`config.mk`:
```
export PLATFORM = sky130hd
export DESIGN_NAME = sfr_core
export DESIGN_NICKNAME = d
export VERILOG_FILES = /design/src/design/sfr_pkg.sv /design/src/design/sfr_core.sv /design/src/design/sfr_flag_calc.sv
export SDC_FILE = /design/constraint.sdc
export NUM_CORES = 1
export LEC_CHECK = 0
export BUFFER_PORTS_ARGS = -buffer_cell sky130_fd_sc_hd__clkbuf_2
export CORE_UTILIZATION = 57
export CTS_BUF_LIST = sky130_fd_sc_hd__clkbuf_4 sky130_fd_sc_hd__clkbuf_8 sky130_fd_sc_hd__clkbuf_16
export CTS_CLUSTER_SIZE = 28
export DETAILED_ROUTE_END_ITERATION = 8
export PLACE_DENSITY = 0.93
export SETUP_SLACK_MARGIN = 0.02
export SLEW_MARGIN = 20
export SYNTH_ARGS = -nofsm -noshare
export SYNTH_HDL_FRONTEND = slang
export SYNTH_SLANG_ARGS = --single-unit
```
`constraint.sdc`:
```
create_clock -name clk_i -period 6.9 [get_ports clk_i]
set_input_delay 0.345 -clock clk_i [delete_from_list [all_inputs] [get_ports clk_i]]
set_output_delay 0.345 -clock clk_i [all_outputs]
set_load 0.03 [all_outputs]
```
`src/design/sfr_pkg.sv`:
```
// package: special function register core addresses, fields and types
package sfr_pkg;
    // data memory addresses of the special function registers
    localparam logic [7:0] ADR_IND0 = 8'h00;
    localparam logic [7:0] ADR_PTR0 = 8'h01;
    localparam logic [7:0] ADR_IND1 = 8'h02;
    localparam logic [7:0] ADR_PTR1 = 8'h03;
    localparam logic [7:0] ADR_WREG = 8'h05;
    localparam logic [7:0] ADR_PCLB = 8'h06;
    localparam logic [7:0] ADR_TPLO = 8'h07;
    localparam logic [7:0] ADR_TDHI = 8'h08;
    localparam logic [7:0] ADR_FLAG = 8'h0A;
    localparam logic [7:0] ADR_IRQG = 8'h0B;
    localparam logic [7:0] ADR_TPHI = 8'h1F;
    // end of special area and start of general purpose memory
    localparam logic [7:0] ADR_SFR_END = 8'h24;
    localparam logic [7:0] ADR_GP_BASE = 8'h40;
    localparam logic [7:0] ZERO_BYTE = 8'h00;
    // flags register bit positions
    localparam int FLG_C = 0;
    localparam int FLG_HC = 1;
    localparam int FLG_Z = 2;
    localparam int FLG_OV = 3;
    localparam int FLG_SLP = 4;
    localparam int FLG_WDX = 5;
    // irq gate register bit positions
    localparam int IRQ_GATE = 0;
    localparam int IRQ_TMR_EN = 2;
    localparam logic [7:0] FLG_ARITH_MASK = 8'h0F;
    localparam logic [7:0] RST_BYTE = 8'h00;
    localparam int PC_W = 12;
    localparam int BANK_W = 1;
    localparam logic [BANK_W-1:0] BANK0 = 1'b0;

    // alu operation classes
    typedef enum logic [2:0] {
        SFR_OP_NONE = 3'h0,
        SFR_OP_ADD = 3'h1,
        SFR_OP_SUB = 3'h2,
        SFR_OP_LOGIC = 3'h3,
        SFR_OP_ROT = 3'h4
    } sfr_op_t;

    // result of one alu step offered for flag update
    typedef struct packed {
        logic valid;
        sfr_op_t op;
        logic [7:0] a;
        logic [7:0] b;
        logic [7:0] res;
        logic cout;
    } sfr_alu_t;

    // one data memory access from the core
    typedef struct packed {
        logic rd;
        logic wr;
        logic [7:0] addr;
        logic [7:0] wdata;
    } sfr_acc_t;
endpackage : sfr_pkg

```
`src/design/sfr_core.sv`:
```
// module: special function register core of an 8-bit controller
// Contract
// - reserved gap below general memory reads zero
// - indirect port access goes to pointed location
// - first pointer bank 0, second also bank 0
// - pointer at indirect port: read zero, no write
// - pointers are ordinary read/write registers
// - working register holds alu results, moves
// - low byte write jumps within current page
// - low byte jump inserts one dummy cycle
// - table read: high byte kept, low to destination
// - table address from both pointers or pc
// - flag writes leave watchdog and sleep flags
// - carry on add carry, sub no borrow, rotate
// - half carry from low nibble on add and sub only
// - zero flag follows result zero
// - overflow is carry in xor carry out
// - sleep flag: cleared by kick, set by halt
// - watchdog flag: set only by time-out
// - status never pushed on call or interrupt
// - per-source enables plus global gate
// - gate cleared on entry, set on return
// - timer overflow is an interrupt source
`timescale 1ns/1ps
module sfr_core import sfr_pkg::*; (
    input wire logic clk_i,
    input wire logic reset_n_i,
    input wire sfr_acc_t acc_i,
    input wire logic dst_wreg_i,
    input wire sfr_alu_t alu_i,
    input wire logic [PC_W-1:0] pc_i,
    input wire logic pc_inc_i,
    input wire logic table_fetch_cmd_i,
    input wire logic [7:0] table_dst_i,
    input wire logic table_dst_wreg_i,
    input wire logic [14:0] rom_data_i,
    input wire logic rom_valid_i,
    input wire logic table_pointer_high_enable_i,
    input wire logic watchdog_kick_op_i,
    input wire logic halt_op_i,
    input wire logic watchdog_timeout_i,
    input wire logic irq_enter_i,
    input wire logic irq_return_op_i,
    input wire logic timer_overflow_i,
    input wire logic [7:0] ram_rdata_i,
    output logic [7:0] rdata_o,
    output logic [7:0] working_register_o,
    output logic [7:0] flags_o,
    output logic [PC_W-1:0] pc_o,
    output logic pc_load_o,
    output logic dummy_cycle_o,
    output logic [PC_W-1:0] rom_addr_o,
    output logic rom_rd_o,
    output logic ram_rd_o,
    output logic ram_wr_o,
    output logic [BANK_W-1:0] ram_bank_o,
    output logic [7:0] ram_addr_o,
    output logic [7:0] ram_wdata_o,
    output logic irq_req_o,
    output logic push_status_o
);
    typedef enum logic [2:0] {
        SFR_TB_IDLE = 3'b001,
        SFR_TB_WAIT = 3'b010,
        SFR_TB_DONE = 3'b100
    } sfr_tb_state_t;

    logic [7:0] pointer_zero_r;
    logic [7:0] pointer_one_r;
    logic [7:0] working_register_r;
    logic [7:0] table_pointer_low_r;
    logic [7:0] table_pointer_high_r;
    logic [7:0] table_data_high_r;
    logic [7:0] flags_r;
    logic [7:0] irq_gate_register_r;
    logic [7:0] rdata_r;
    logic [PC_W-1:0] pc_r;
    logic pc_load_r;
    logic dummy_cycle_r;
    logic [PC_W-1:0] rom_addr_r;
    logic rom_rd_r;
    logic ram_rd_r;
    logic ram_wr_r;
    logic [BANK_W-1:0] ram_bank_r;
    logic [7:0] ram_addr_r;
    logic [7:0] ram_wdata_r;
    logic irq_req_r;
    logic timer_pend_r;
    logic [7:0] tb_dst_r;
    logic tb_dst_w_r;
    sfr_tb_state_t tb_state_r;
    sfr_tb_state_t tb_state_nxt;

    logic [3:0] alu_flags;
    logic is_ind0;
    logic is_ind1;
    logic [7:0] ind_addr;
    logic ind_self;
    logic [7:0] eff_addr;
    logic is_ram;
    logic is_sfr_gap;
    logic [7:0] sfr_rd;
    logic wr_sfr;
    logic tb_load;

    sfr_flag_calc u_flag_calc (
        .alu_i(alu_i),
        .flags_o(alu_flags)
    );

    // decode indirect access and resolve the effective address
    always_comb begin
        is_ind0 = (acc_i.addr == ADR_IND0);
        is_ind1 = (acc_i.addr == ADR_IND1);
        ind_addr = is_ind1 ? pointer_one_r : pointer_zero_r;
        ind_self = (is_ind0 || is_ind1) &&
            (ind_addr == ADR_IND0 || ind_addr == ADR_IND1);
        eff_addr = (is_ind0 || is_ind1) ? ind_addr : acc_i.addr;
        is_ram = (eff_addr >= ADR_GP_BASE);
        is_sfr_gap = !is_ram && (eff_addr > ADR_SFR_END);
        wr_sfr = acc_i.wr && !is_ram && !ind_self;
        tb_load = (tb_state_r == SFR_TB_WAIT) && rom_valid_i;
    end

    // read mux for special registers; unused locations give zero
    always_comb begin
        unique case (eff_addr)
            ADR_PTR0: sfr_rd = pointer_zero_r;
            ADR_PTR1: sfr_rd = pointer_one_r;
            ADR_WREG: sfr_rd = working_register_r;
            ADR_PCLB: sfr_rd = pc_r[7:0];
            ADR_TPLO: sfr_rd = table_pointer_low_r;
            ADR_TDHI: sfr_rd = table_data_high_r;
            ADR_FLAG: sfr_rd = flags_r;
            ADR_IRQG: sfr_rd = irq_gate_register_r;
            ADR_TPHI: sfr_rd = table_pointer_high_r;
            default: sfr_rd = ZERO_BYTE;
        endcase
    end

    // read data: self-pointing indirect and reserved gap give zero
    always_ff @(posedge clk_i) begin
        if (!reset_n_i) begin
            rdata_r <= RST_BYTE;
        end else if (acc_i.rd) begin
            if (ind_self || is_sfr_gap) begin
                rdata_r <= ZERO_BYTE;
            end else if (is_ram) begin
                rdata_r <= ram_rdata_i;
            end else begin
                rdata_r <= sfr_rd;
            end
        end
    end

    // general memory strobes; first pointer held to bank 0
    always_ff @(posedge clk_i) begin
        if (!reset_n_i) begin
            ram_rd_r <= 1'b0;
            ram_wr_r <= 1'b0;
            ram_bank_r <= BANK0;
            ram_addr_r <= RST_BYTE;
            ram_wdata_r <= RST_BYTE;
        end else begin
            ram_rd_r <= acc_i.rd && is_ram && !ind_self;
            ram_wr_r <= (acc_i.wr && is_ram && !ind_self) ||
                (tb_load && !tb_dst_w_r && tb_dst_r >= ADR_GP_BASE);
            ram_bank_r <= BANK0;
            if (is_ind1) begin
                ram_bank_r <= pointer_one_r[7:8-BANK_W] & {BANK_W{1'b0}};
            end
            ram_addr_r <= tb_load ? tb_dst_r : eff_addr;
            ram_wdata_r <= tb_load ? rom_data_i[7:0] : acc_i.wdata;
        end
    end

    // memory pointers
    always_ff @(posedge clk_i) begin
        if (!reset_n_i) begin
            pointer_zero_r <= RST_BYTE;
            pointer_one_r <= RST_BYTE;
        end else if (wr_sfr) begin
            if (eff_addr == ADR_PTR0) pointer_zero_r <= acc_i.wdata;
            if (eff_addr == ADR_PTR1) pointer_one_r <= acc_i.wdata;
        end
    end

    // working register takes alu results and move data
    always_ff @(posedge clk_i) begin
        if (!reset_n_i) begin
            working_register_r <= RST_BYTE;
        end else if (tb_load && tb_dst_w_r) begin
            working_register_r <= rom_data_i[7:0];
        end else if (alu_i.valid && dst_wreg_i) begin
            working_register_r <= alu_i.res;
        end else if (wr_sfr && eff_addr == ADR_WREG) begin
            working_register_r <= acc_i.wdata;
        end
    end

    // table pointers
    always_ff @(posedge clk_i) begin
        if (!reset_n_i) begin
            table_pointer_low_r <= RST_BYTE;
            table_pointer_high_r <= RST_BYTE;
        end else if (wr_sfr) begin
            if (eff_addr == ADR_TPLO) table_pointer_low_r <= acc_i.wdata;
            if (eff_addr == ADR_TPHI) table_pointer_high_r <= acc_i.wdata;
        end
    end

    // table read sequencer state
    always_comb begin
        tb_state_nxt = tb_state_r;
        unique case (tb_state_r)
            SFR_TB_IDLE: if (table_fetch_cmd_i) tb_state_nxt = SFR_TB_WAIT;
            SFR_TB_WAIT: if (rom_valid_i) tb_state_nxt = SFR_TB_DONE;
            SFR_TB_DONE: tb_state_nxt = SFR_TB_IDLE;
            default: tb_state_nxt = SFR_TB_IDLE;
        endcase
    end

    // table read: address, destination capture and high byte
    always_ff @(posedge clk_i) begin
        if (!reset_n_i) begin
            tb_state_r <= SFR_TB_IDLE;
            rom_rd_r <= 1'b0;
            rom_addr_r <= '0;
            tb_dst_r <= RST_BYTE;
            tb_dst_w_r <= 1'b0;
            table_data_high_r <= RST_BYTE;
        end else begin
            tb_state_r <= tb_state_nxt;
            rom_rd_r <= (tb_state_r == SFR_TB_IDLE) && table_fetch_cmd_i;
            if ((tb_state_r == SFR_TB_IDLE) && table_fetch_cmd_i) begin
                tb_dst_r <= table_dst_i;
                tb_dst_w_r <= table_dst_wreg_i;
                if (table_pointer_high_enable_i) begin
                    rom_addr_r <= {table_pointer_high_r[PC_W-9:0],
                        table_pointer_low_r};
                end else begin
                    rom_addr_r <= {pc_r[PC_W-1:8],
                        table_pointer_low_r};
                end
            end
            if (tb_load) begin
                table_data_high_r <= {1'b0, rom_data_i[14:8]};
            end
        end
    end

    // program counter, low byte write jumps in page with a dummy cycle
    always_ff @(posedge clk_i) begin
        if (!reset_n_i) begin
            pc_r <= '0;
            pc_load_r <= 1'b0;
            dummy_cycle_r <= 1'b0;
        end else begin
            pc_load_r <= 1'b0;
            dummy_cycle_r <= 1'b0;
            if (wr_sfr && eff_addr == ADR_PCLB) begin
                pc_r <= {pc_r[PC_W-1:8], acc_i.wdata};
                pc_load_r <= 1'b1;
                dummy_cycle_r <= 1'b1;
            end else if (pc_inc_i) begin
                pc_r <= pc_i;
            end
        end
    end

    // flags: arithmetic from alu or writes; system flags own sources
    always_ff @(posedge clk_i) begin
        if (!reset_n_i) begin
            flags_r <= RST_BYTE;
        end else begin
            if (alu_i.valid) begin
                flags_r[FLG_Z] <= alu_flags[FLG_Z];
                if (alu_i.op == SFR_OP_ADD || alu_i.op == SFR_OP_SUB) begin
                    flags_r[FLG_C] <= alu_flags[FLG_C];
                    flags_r[FLG_HC] <= alu_flags[FLG_HC];
                    flags_r[FLG_OV] <= alu_flags[FLG_OV];
                end else if (alu_i.op == SFR_OP_ROT) begin
                    flags_r[FLG_C] <= alu_flags[FLG_C];
                end
            end else if (wr_sfr && eff_addr == ADR_FLAG) begin
                flags_r[3:0] <= acc_i.wdata[3:0] & FLG_ARITH_MASK[3:0];
            end
            if (watchdog_kick_op_i) begin
                flags_r[FLG_SLP] <= 1'b0;
            end else if (halt_op_i) begin
                flags_r[FLG_SLP] <= 1'b1;
            end
            if (watchdog_timeout_i) begin
                flags_r[FLG_WDX] <= 1'b1;
            end else if (watchdog_kick_op_i || halt_op_i) begin
                flags_r[FLG_WDX] <= 1'b0;
            end
        end
    end

    // interrupt gate register with automatic gate clear and restore
    always_ff @(posedge clk_i) begin
        if (!reset_n_i) begin
            irq_gate_register_r <= RST_BYTE;
        end else begin
            if (wr_sfr && eff_addr == ADR_IRQG) begin
                irq_gate_register_r <= acc_i.wdata;
            end
            if (irq_enter_i) begin
                irq_gate_register_r[IRQ_GATE] <= 1'b0;
            end else if (irq_return_op_i) begin
                irq_gate_register_r[IRQ_GATE] <= 1'b1;
            end
        end
    end

    // timer overflow pending; a new event wins over entry clear
    always_ff @(posedge clk_i) begin
        if (!reset_n_i) begin
            timer_pend_r <= 1'b0;
            irq_req_r <= 1'b0;
        end else begin
            if (timer_overflow_i) begin
                timer_pend_r <= 1'b1;
            end else if (irq_enter_i) begin
                timer_pend_r <= 1'b0;
            end
            irq_req_r <= timer_pend_r && !irq_enter_i &&
                irq_gate_register_r[IRQ_GATE] &&
                irq_gate_register_r[IRQ_TMR_EN];
        end
    end

    assign rdata_o = rdata_r;
    assign working_register_o = working_register_r;
    assign flags_o = flags_r;
    assign pc_o = pc_r;
    assign pc_load_o = pc_load_r;
    assign dummy_cycle_o = dummy_cycle_r;
    assign rom_addr_o = rom_addr_r;
    assign rom_rd_o = rom_rd_r;
    assign ram_rd_o = ram_rd_r;
    assign ram_wr_o = ram_wr_r;
    assign ram_bank_o = ram_bank_r;
    assign ram_addr_o = ram_addr_r;
    assign ram_wdata_o = ram_wdata_r;
    assign irq_req_o = irq_req_r;
    // status is never stacked; only the return address is pushed
    assign push_status_o = 1'b0;
endmodule : sfr_core

```
`src/design/sfr_flag_calc.sv`:
```
// module: arithmetic flag computation for one alu step
`timescale 1ns/1ps
module sfr_flag_calc import sfr_pkg::*; (
    input wire sfr_alu_t alu_i,
    output logic [3:0] flags_o
);
    logic c7;
    logic c8;
    logic h4;
    logic [8:0] sum9;
    logic [4:0] sum5;
    logic [7:0] opb;
    logic cin;

    // subtraction is addition of the inverse plus one, so carry means no borrow
    always_comb begin
        opb = (alu_i.op == SFR_OP_SUB) ? ~alu_i.b : alu_i.b;
        cin = (alu_i.op == SFR_OP_SUB);
        sum9 = {1'b0, alu_i.a} + {1'b0, opb} + {8'h00, cin};
        sum5 = {1'b0, alu_i.a[3:0]} + {1'b0, opb[3:0]} + {4'h0, cin};
        h4 = sum5[4];
        c8 = sum9[8];
        c7 = alu_i.a[7] ^ opb[7] ^ sum9[7];
        flags_o = 4'h0;
        flags_o[FLG_Z] = (alu_i.res == ZERO_BYTE);
        if (alu_i.op == SFR_OP_ADD || alu_i.op == SFR_OP_SUB) begin
            flags_o[FLG_C] = c8;
            flags_o[FLG_HC] = h4;
            flags_o[FLG_OV] = c7 ^ c8;
        end else if (alu_i.op == SFR_OP_ROT) begin
            flags_o[FLG_C] = alu_i.cout;
        end
    end
endmodule : sfr_flag_calc

```
# == Word level (Yosys, flattened, before mapping) ==
# Index checks and enable logic that the tools add are counted.
# word_totals
regBits,127
output_inout_bits,72
# classes
add_sub_neg,4
order_cmp,3
n_eq_ne,20
n_mux,31
bitwise_logic,6
n_reduce_logical,50
# ops
cell,n
2-to-1 mux 8 bit,12
case mux 8 bit (9 select lines),1
"equality test 8 x 2 -> 1 bit, second input constant",3
"equality test 8 x 3 -> 1 bit, second input constant",3
"equality test 8 x 4 -> 1 bit, second input constant",3
zero test 8 bit,3
logical AND 1 bit,21
">= comparator 8 x 7 -> 1 bit, second input constant",2
AND reduction 2 bit,8
2-to-1 mux 1 bit,12
2-to-1 mux 12 bit,1
nonzero test 2 bit,5
adder 8 x 8 -> 9 bit,1
adder 9 x 1 -> 9 bit,1
"equality test 8 x 1 -> 1 bit, second input constant",1
"equality test 8 x 5 -> 1 bit, second input constant",1
"greater-than comparator 8 x 6 -> 1 bit, second input constant",1
2-to-1 mux 4 bit,2
NOT 8 bit,1
"equality test 3 x 1 -> 1 bit, second input constant",2
"equality test 3 x 2 -> 1 bit, second input constant",2
logical OR 1 bit,6
2-to-1 mux 3 bit,2
case mux 3 bit (2 select lines),1
other kinds (11),19

# == Depth between registers and ports, before layout ==
# logic_depth
depth_word,11
ltp_mapped,12
depth_no_buf,10

# == Cells and area by module ==
# From an unflattened synthesis, not the netlist that was laid out.
# hier_totals
cells_unflattened,743
area_unflattened_um2,6475.0
# by_module_without_submodules
mod,n_inst,cells_each,area_each_um2
sfr_core,1,694,6082.1
sfr_flag_calc,1,49,392.9

# == Worst setup path before layout ==
# Ideal clock, no wire load.
# synth_path
path_kind,input-to-reg
start,input port alu_i[25] in the netlist's numbering
end,"register flags_r[3], in the netlist flags_o[3]"
setup_ns,0.058
t_arrival_ns,3.100
path_slack_ns,3.741
path_stages,12
path_buffers,2
cell_sequence,clkbuf_1 nor3b_1 buf_1 xor2_1 ha_1 o21a_1 o221a_2 or4_1 a31o_2 mux2i_1 a2111oi_0 a31o_2
# synth_between
elab_chain_len,8
elab_cells_between_ends,13
# synth_rtl
element,line_no,rtl
from (decl),sfr_core.sv:30,"input wire sfr_alu_t alu_i,"
equality test 3 x 2 -> 1 bit,--,
2-to-1 mux 8 bit,sfr_flag_calc.sv:17,opb = (alu_i.op == SFR_OP_SUB) ? ~alu_i.b : alu_i.b;
adder 8 x 8 -> 9 bit,sfr_flag_calc.sv:19,"sum9 = {1'b0, alu_i.a} + {1'b0, opb} + {8'h00, cin};"
adder 9 x 1 -> 9 bit,sfr_flag_calc.sv:19,
XOR 1 bit,sfr_flag_calc.sv:23,c7 = alu_i.a[7] ^ opb[7] ^ sum9[7];
XOR 1 bit,sfr_flag_calc.sv:29,flags_o[FLG_OV] = c7 ^ c8;
2-to-1 mux 1 bit,sfr_core.sv:278,if (alu_i.op == SFR_OP_ADD || alu_i.op == SFR_OP_SUB) begin
2-to-1 mux 4 bit,sfr_core.sv:276,if (alu_i.valid) begin
"to (signal, indexed assignment)",sfr_core.sv:277,flags_r[FLG_Z] <= alu_flags[FLG_Z];
"to (signal, indexed assignment)",sfr_core.sv:279,flags_r[FLG_C] <= alu_flags[FLG_C];
"to (signal, indexed assignment)",sfr_core.sv:280,flags_r[FLG_HC] <= alu_flags[FLG_HC];
to (decl),sfr_core.sv:74,logic [7:0] flags_r;
# Several ways; a longest one is shown, not always the timed one. The select of a mux whose other input is x is not followed.
# A chain may end at the register's enable or synchronous reset.

# == Worst setup path after layout ==
# layout_path
start,register pointer_one_r[6]
end,register irq_gate_register_r[1]
# layout_between
elab_chain_len,7
elab_cells_between_ends,13
# layout_rtl
element,line_no,rtl
from (decl),sfr_core.sv:69,logic [7:0] pointer_one_r;
from (signal assigned),sfr_core.sv:184,if (eff_addr == ADR_PTR1) pointer_one_r <= acc_i.wdata;
2-to-1 mux 8 bit (*),sfr_core.sv:115,ind_addr = is_ind1 ? pointer_one_r : pointer_zero_r;
2-to-1 mux 8 bit (tied with other cells),sfr_core.sv:118,eff_addr = (is_ind0 || is_ind1) ? ind_addr : acc_i.addr;
>= comparator 8 x 7 -> 1 bit or logical OR 1 bit (tied branches),"sfr_core.sv:119, sfr_core.sv:117",
zero test 1 bit or logical AND 1 bit (tied branches),"sfr_core.sv:121, sfr_core.sv:116",
logical AND 1 bit or zero test 1 bit (tied branches),sfr_core.sv:121,wr_sfr = acc_i.wr && !is_ram && !ind_self;
logical AND 1 bit,sfr_core.sv:121,
logical AND 1 bit (*),sfr_core.sv:306,if (wr_sfr && eff_addr == ADR_IRQG) begin
to (signal assigned),sfr_core.sv:307,irq_gate_register_r <= acc_i.wdata;
to (decl),sfr_core.sv:75,logic [7:0] irq_gate_register_r;
# Every way passes the cells marked *; elsewhere a longest branch is shown, timed or not.

==> results.sh <==
export IMPL_synthMuxAreaShare_pct=14.0
export IMPL_slew_violations=0
export IMPL_synth_edf_count=0
export IMPL_cp_cell_sequence="nor3b_1 > o211a_1 > o21a_1 > and3_1 > nor2b_1 > mux2i_1 > nor2_1"
export IMPL_wl_per_cell_um=19.4
export IMPL_fin_tns_setup_ns=0
export IMPL_drive_gt1_share_pct=26.5
export IMPL_slew_headroom_pct=24.9
export IMPL_grt_max_degree=110
export IMPL_antenna_found_initial=0
export IMPL_ys_seq_elements=127
export IMPL_yosysSeqAreaShare_pct=40.0
export IMPL_place_ws_ns=3.10
export IMPL_holdWs_ns=0.0414
export IMPL_intPower_mw=1.45
export IMPL_initial_core_util_pct=58.6
export IMPL_cts_tree="built"
export IMPL_finClkSkew_ns=0.00884
export IMPL_violations="DRC"
export IMPL_drc_errors=1
export IMPL_rr_worst_depth=7
export IMPL_diodes=0
export IMPL_yosys_area_share_adder_pct=1.38
export IMPL_die_h_um=108
export IMPL_seqPwrFrac_pct=39.7
export IMPL_p_leak_nw=3.29
export IMPL_grt_pass1_wl_um=31300
export IMPL_avgSynthCellArea_um2=8.38
export IMPL_cp_slowest_cell="nor2b_1"
export IMPL_synth_simple_gate_area_share_pct=21.5
export IMPL_whs_path_depth=3
export IMPL_syn_area_um2=6350
export IMPL_r2r_end="irq_gate_register_r[1]"
export IMPL_ctsResizeCount=0
export IMPL_io_buffers=171
export IMPL_synthFlopType="dfxtp_1"
export IMPL_critPathLaunchType="flip-flop"
export IMPL_synthToLayoutAreaGrowth_pct=22.9
export IMPL_cts_sinks=127
export IMPL_num_vias=6557
export IMPL_final_util_pct=72.0
export IMPL_grt_ovfl_total=0
export IMPL_synth_top_area_cell="dfxtp_1"
export IMPL_dieArea_um2=11600
export IMPL_async_flop_share_pct=0
export IMPL_hold_end="table_data_high_r[0]"
export IMPL_hold_violations=0
export IMPL_p_comb_share_pct=12.7
export IMPL_finalCritPeriodShare_pct=51.4
export IMPL_fin_nets=1010
export IMPL_cts_buffers=17
export IMPL_dp_hpwl_um=13700
export IMPL_grt_pass1_vias=6151
export IMPL_maxCapViolations=0
export IMPL_switching_share_pct=26.2
export IMPL_postRouteAntennaNets=0
export IMPL_viasPerCell=6.24
export IMPL_design_area_um2=7810
export IMPL_yosysWarnings=0
export IMPL_synth_xor_area_share_pct=1.10
export IMPL_finalSetupViolations=0
export IMPL_period_minus_slack_ns=3.55
export IMPL_num_rows=38
export IMPL_io_pins=176
export IMPL_rsz0062_at_grt="false"
export IMPL_max_clock_freq_mhz=282
export IMPL_path_class="flip-flop to flip-flop"
export IMPL_tightestPinTransition_ns=1.13
export IMPL_hp_class="input pin to flip-flop"
export IMPL_cts_max_level=4
export IMPL_crit_path_max_fanout=21
export IMPL_setup_ws_ns=3.35
export IMPL_synth_top_area_share_pct=40.0
export IMPL_synth_distinct_cells=67
export IMPL_fp_coreArea_um2=10800
export IMPL_clkPwrFrac_pct=47.6
export IMPL_reg2reg_from="pointer_one_r[6]"
export IMPL_path_clk_slew_ns=0.06
export IMPL_clockBufferDepth=2
export IMPL_synth_top_family_by_area="simple AND/OR/NAND/NOR gates"
export IMPL_gp_congestion=0.974
export IMPL_ir_drop_uv=152
export IMPL_worst_setup_path_end_kind="flip-flop"
export IMPL_drt_iter0_markers=856
export IMPL_syn_instance_count=758
export IMPL_rrSetupSlack_ns=3.35
export IMPL_wirelength_um=20400
export IMPL_root_buffer="clkbuf_8"
export IMPL_synth_area_leaders="dfxtp_1 40%, mux2i_1 11%, nand2_1 6.7%, nor2_1 5.3%, a21oi_1 4.6%"
export IMPL_die_x_um=108
export IMPL_powerDensity_nw_per_um2=251
export IMPL_status="finished, violations left"
export IMPL_worstHoldStart="rom_data_i[8]"
export IMPL_grt_total_usage_pct=35.7
export IMPL_arrival_ns=3.90
export IMPL_slowest_delay_ns=0.86
export IMPL_clk_latency_ns=0.53
export IMPL_dpl_instance_area_um2=7170
export IMPL_cp_data_required_time_ns=7.25
export IMPL_switchingPower_mw=0.514
export IMPL_drtPass1Iterations=9
export IMPL_synth_compound_area_share_pct=16.7
==> power groups by stage <==
stage | Clock [mW] | Combinational (mW) | Sequential, mW
CTS | 0.935 | 0.244 | 0.776
global placement | 0 | 0.237 | 0.792
global route | 0.968 | 0.267 | 0.779
detailed placement | 0 | 0.241 | 0.792
finish | 0.934 | 0.249 | 0.778
floorplan | 0 | 0.122 | 0.825
==> stage by stage <==
step / cells / power [mW]
finish: 1051 / 1.96
global route: 1051 / 2.01
CTS: 1050 / 1.96
detailed placement: 1019 / 1.03
global placement: 1019 / 1.03
floorplan: 761 / 0.947
==> worst max path at each step <==
| stage | startpoint | end | slack, ns | cells past startpoint |
|---|---|---|---|---|
| after floorplan | alu_i[25] | flags_o[3] | 3.74 | 12 |
| after detailed placement | alu_i[26] | flags_o[3] | 3.10 | 11 |
| after global placement | alu_i[26] | flags_o[3] | 3.22 | 11 |
| after CTS | pointer_one_r[6] | irq_gate_register_r[6] | 3.50 | 7 |
| after global routing | pointer_one_r[6] | irq_gate_register_r[3] | 3.20 | 7 |
| final | pointer_one_r[6] | irq_gate_register_r[1] | 3.35 | 7 |
==> synth_stat cells, types with 4 or more instances <==
cell,instances
dfxtp_1,127
nand2_1,114
nor2_1,89
mux2i_1,72
a21oi_1,58
clkbuf_1,39
o21ai_0,26
inv_1,16
mux2_2,15
nand4_1,15
a221oi_1,13
a211oi_1,12
nor3_1,11
nand2b_1,10
nand3_1,10
buf_2,8
ha_1,7
xor2_1,7
buf_4,6
nor3b_1,6
o22ai_1,6
a2111oi_0,5
and3_1,5
or4_1,5
a31oi_1,4
buf_1,4
nor2_2,4
==> layout by cell type (no fill, tap or decap), types with 5 or more instances in the layout <==
cell	instances
ha_1	7
clkbuf_16	16
dfxtp_1	127
a2111oi_0	5
nand4_1	15
clkbuf_2	171
nor3b_1	5
mux2i_1	72
buf_4	6
inv_1	16
nand3_1	10
o22ai_1	6
a211oi_1	12
nor2_1	89
mux2_2	15
and3_1	5
a21oi_1	58
nor3_1	11
a221oi_1	13
or4_1	5
o21ai_0	26
xor2_1	7
nand2_1	114
nand2b_1	10
clkinv_4	5
==> worst max-delay path, delay by kind of cell, from the launching register on <==
family           cells  cell delay (ns)
AO/OA/AOI/OAI        2             0.81
flip-flops           1             0.35
multiplexers         1             0.31
AND/OR/NAND/NOR      4             1.90
==> timing repair <==
item                      in CTS  in global routing
hold endpoints to repair       0                  1
buffers inserted               0                  0
hold buffers                   0                  1
==> flip-flops by register name (all words and copies together) (netlist names), 3 cells and up <==
| signal | flops |
|---|---|
| pc_o | 12 |
| rom_addr_o | 12 |
| irq_gate_register_r | 8 |
| pointer_one_r | 8 |
| pointer_zero_r | 8 |
| ram_addr_o | 8 |
| ram_wdata_o | 8 |
| rdata_o | 8 |
| table_pointer_high_r | 8 |
| table_pointer_low_r | 8 |
| tb_dst_r | 8 |
| working_register_o | 8 |
| table_data_high_r | 7 |
| flags_o | 6 |
| tb_state_r | 3 |
==> layout make-up <==
cell class	instances	area (um2)
clock buffer	19	435
clock inverter	12	185
multi-input combinational	558	3490
tap	140	175
timing repair buffer	178	911
sequential	127	2540
fill	789	3030
inverter	17	63.8
==> metal layers <==
metal / wire length [um] / track usage, % / up-vias
met1: 7790 / 43.5 / 2993
li1: - / - / 2966
met4: 1140 / 19.5 / 0
met2: 9150 / 55.6 / 482
met5: 0 / 0 / -
met3: 2350 / 11.6 / 116
==> kinds of logic after synthesis <==
family	Yosys count
xor gates and xnor gates	8
AOI/OAI and AO/OA	157
other	1
adders and majority gates	7
and+or+nand+nor	295
buffers and inverters	76
muxes	87
DFF	127
No activity file was read; power rests on OpenSTA's default activity.
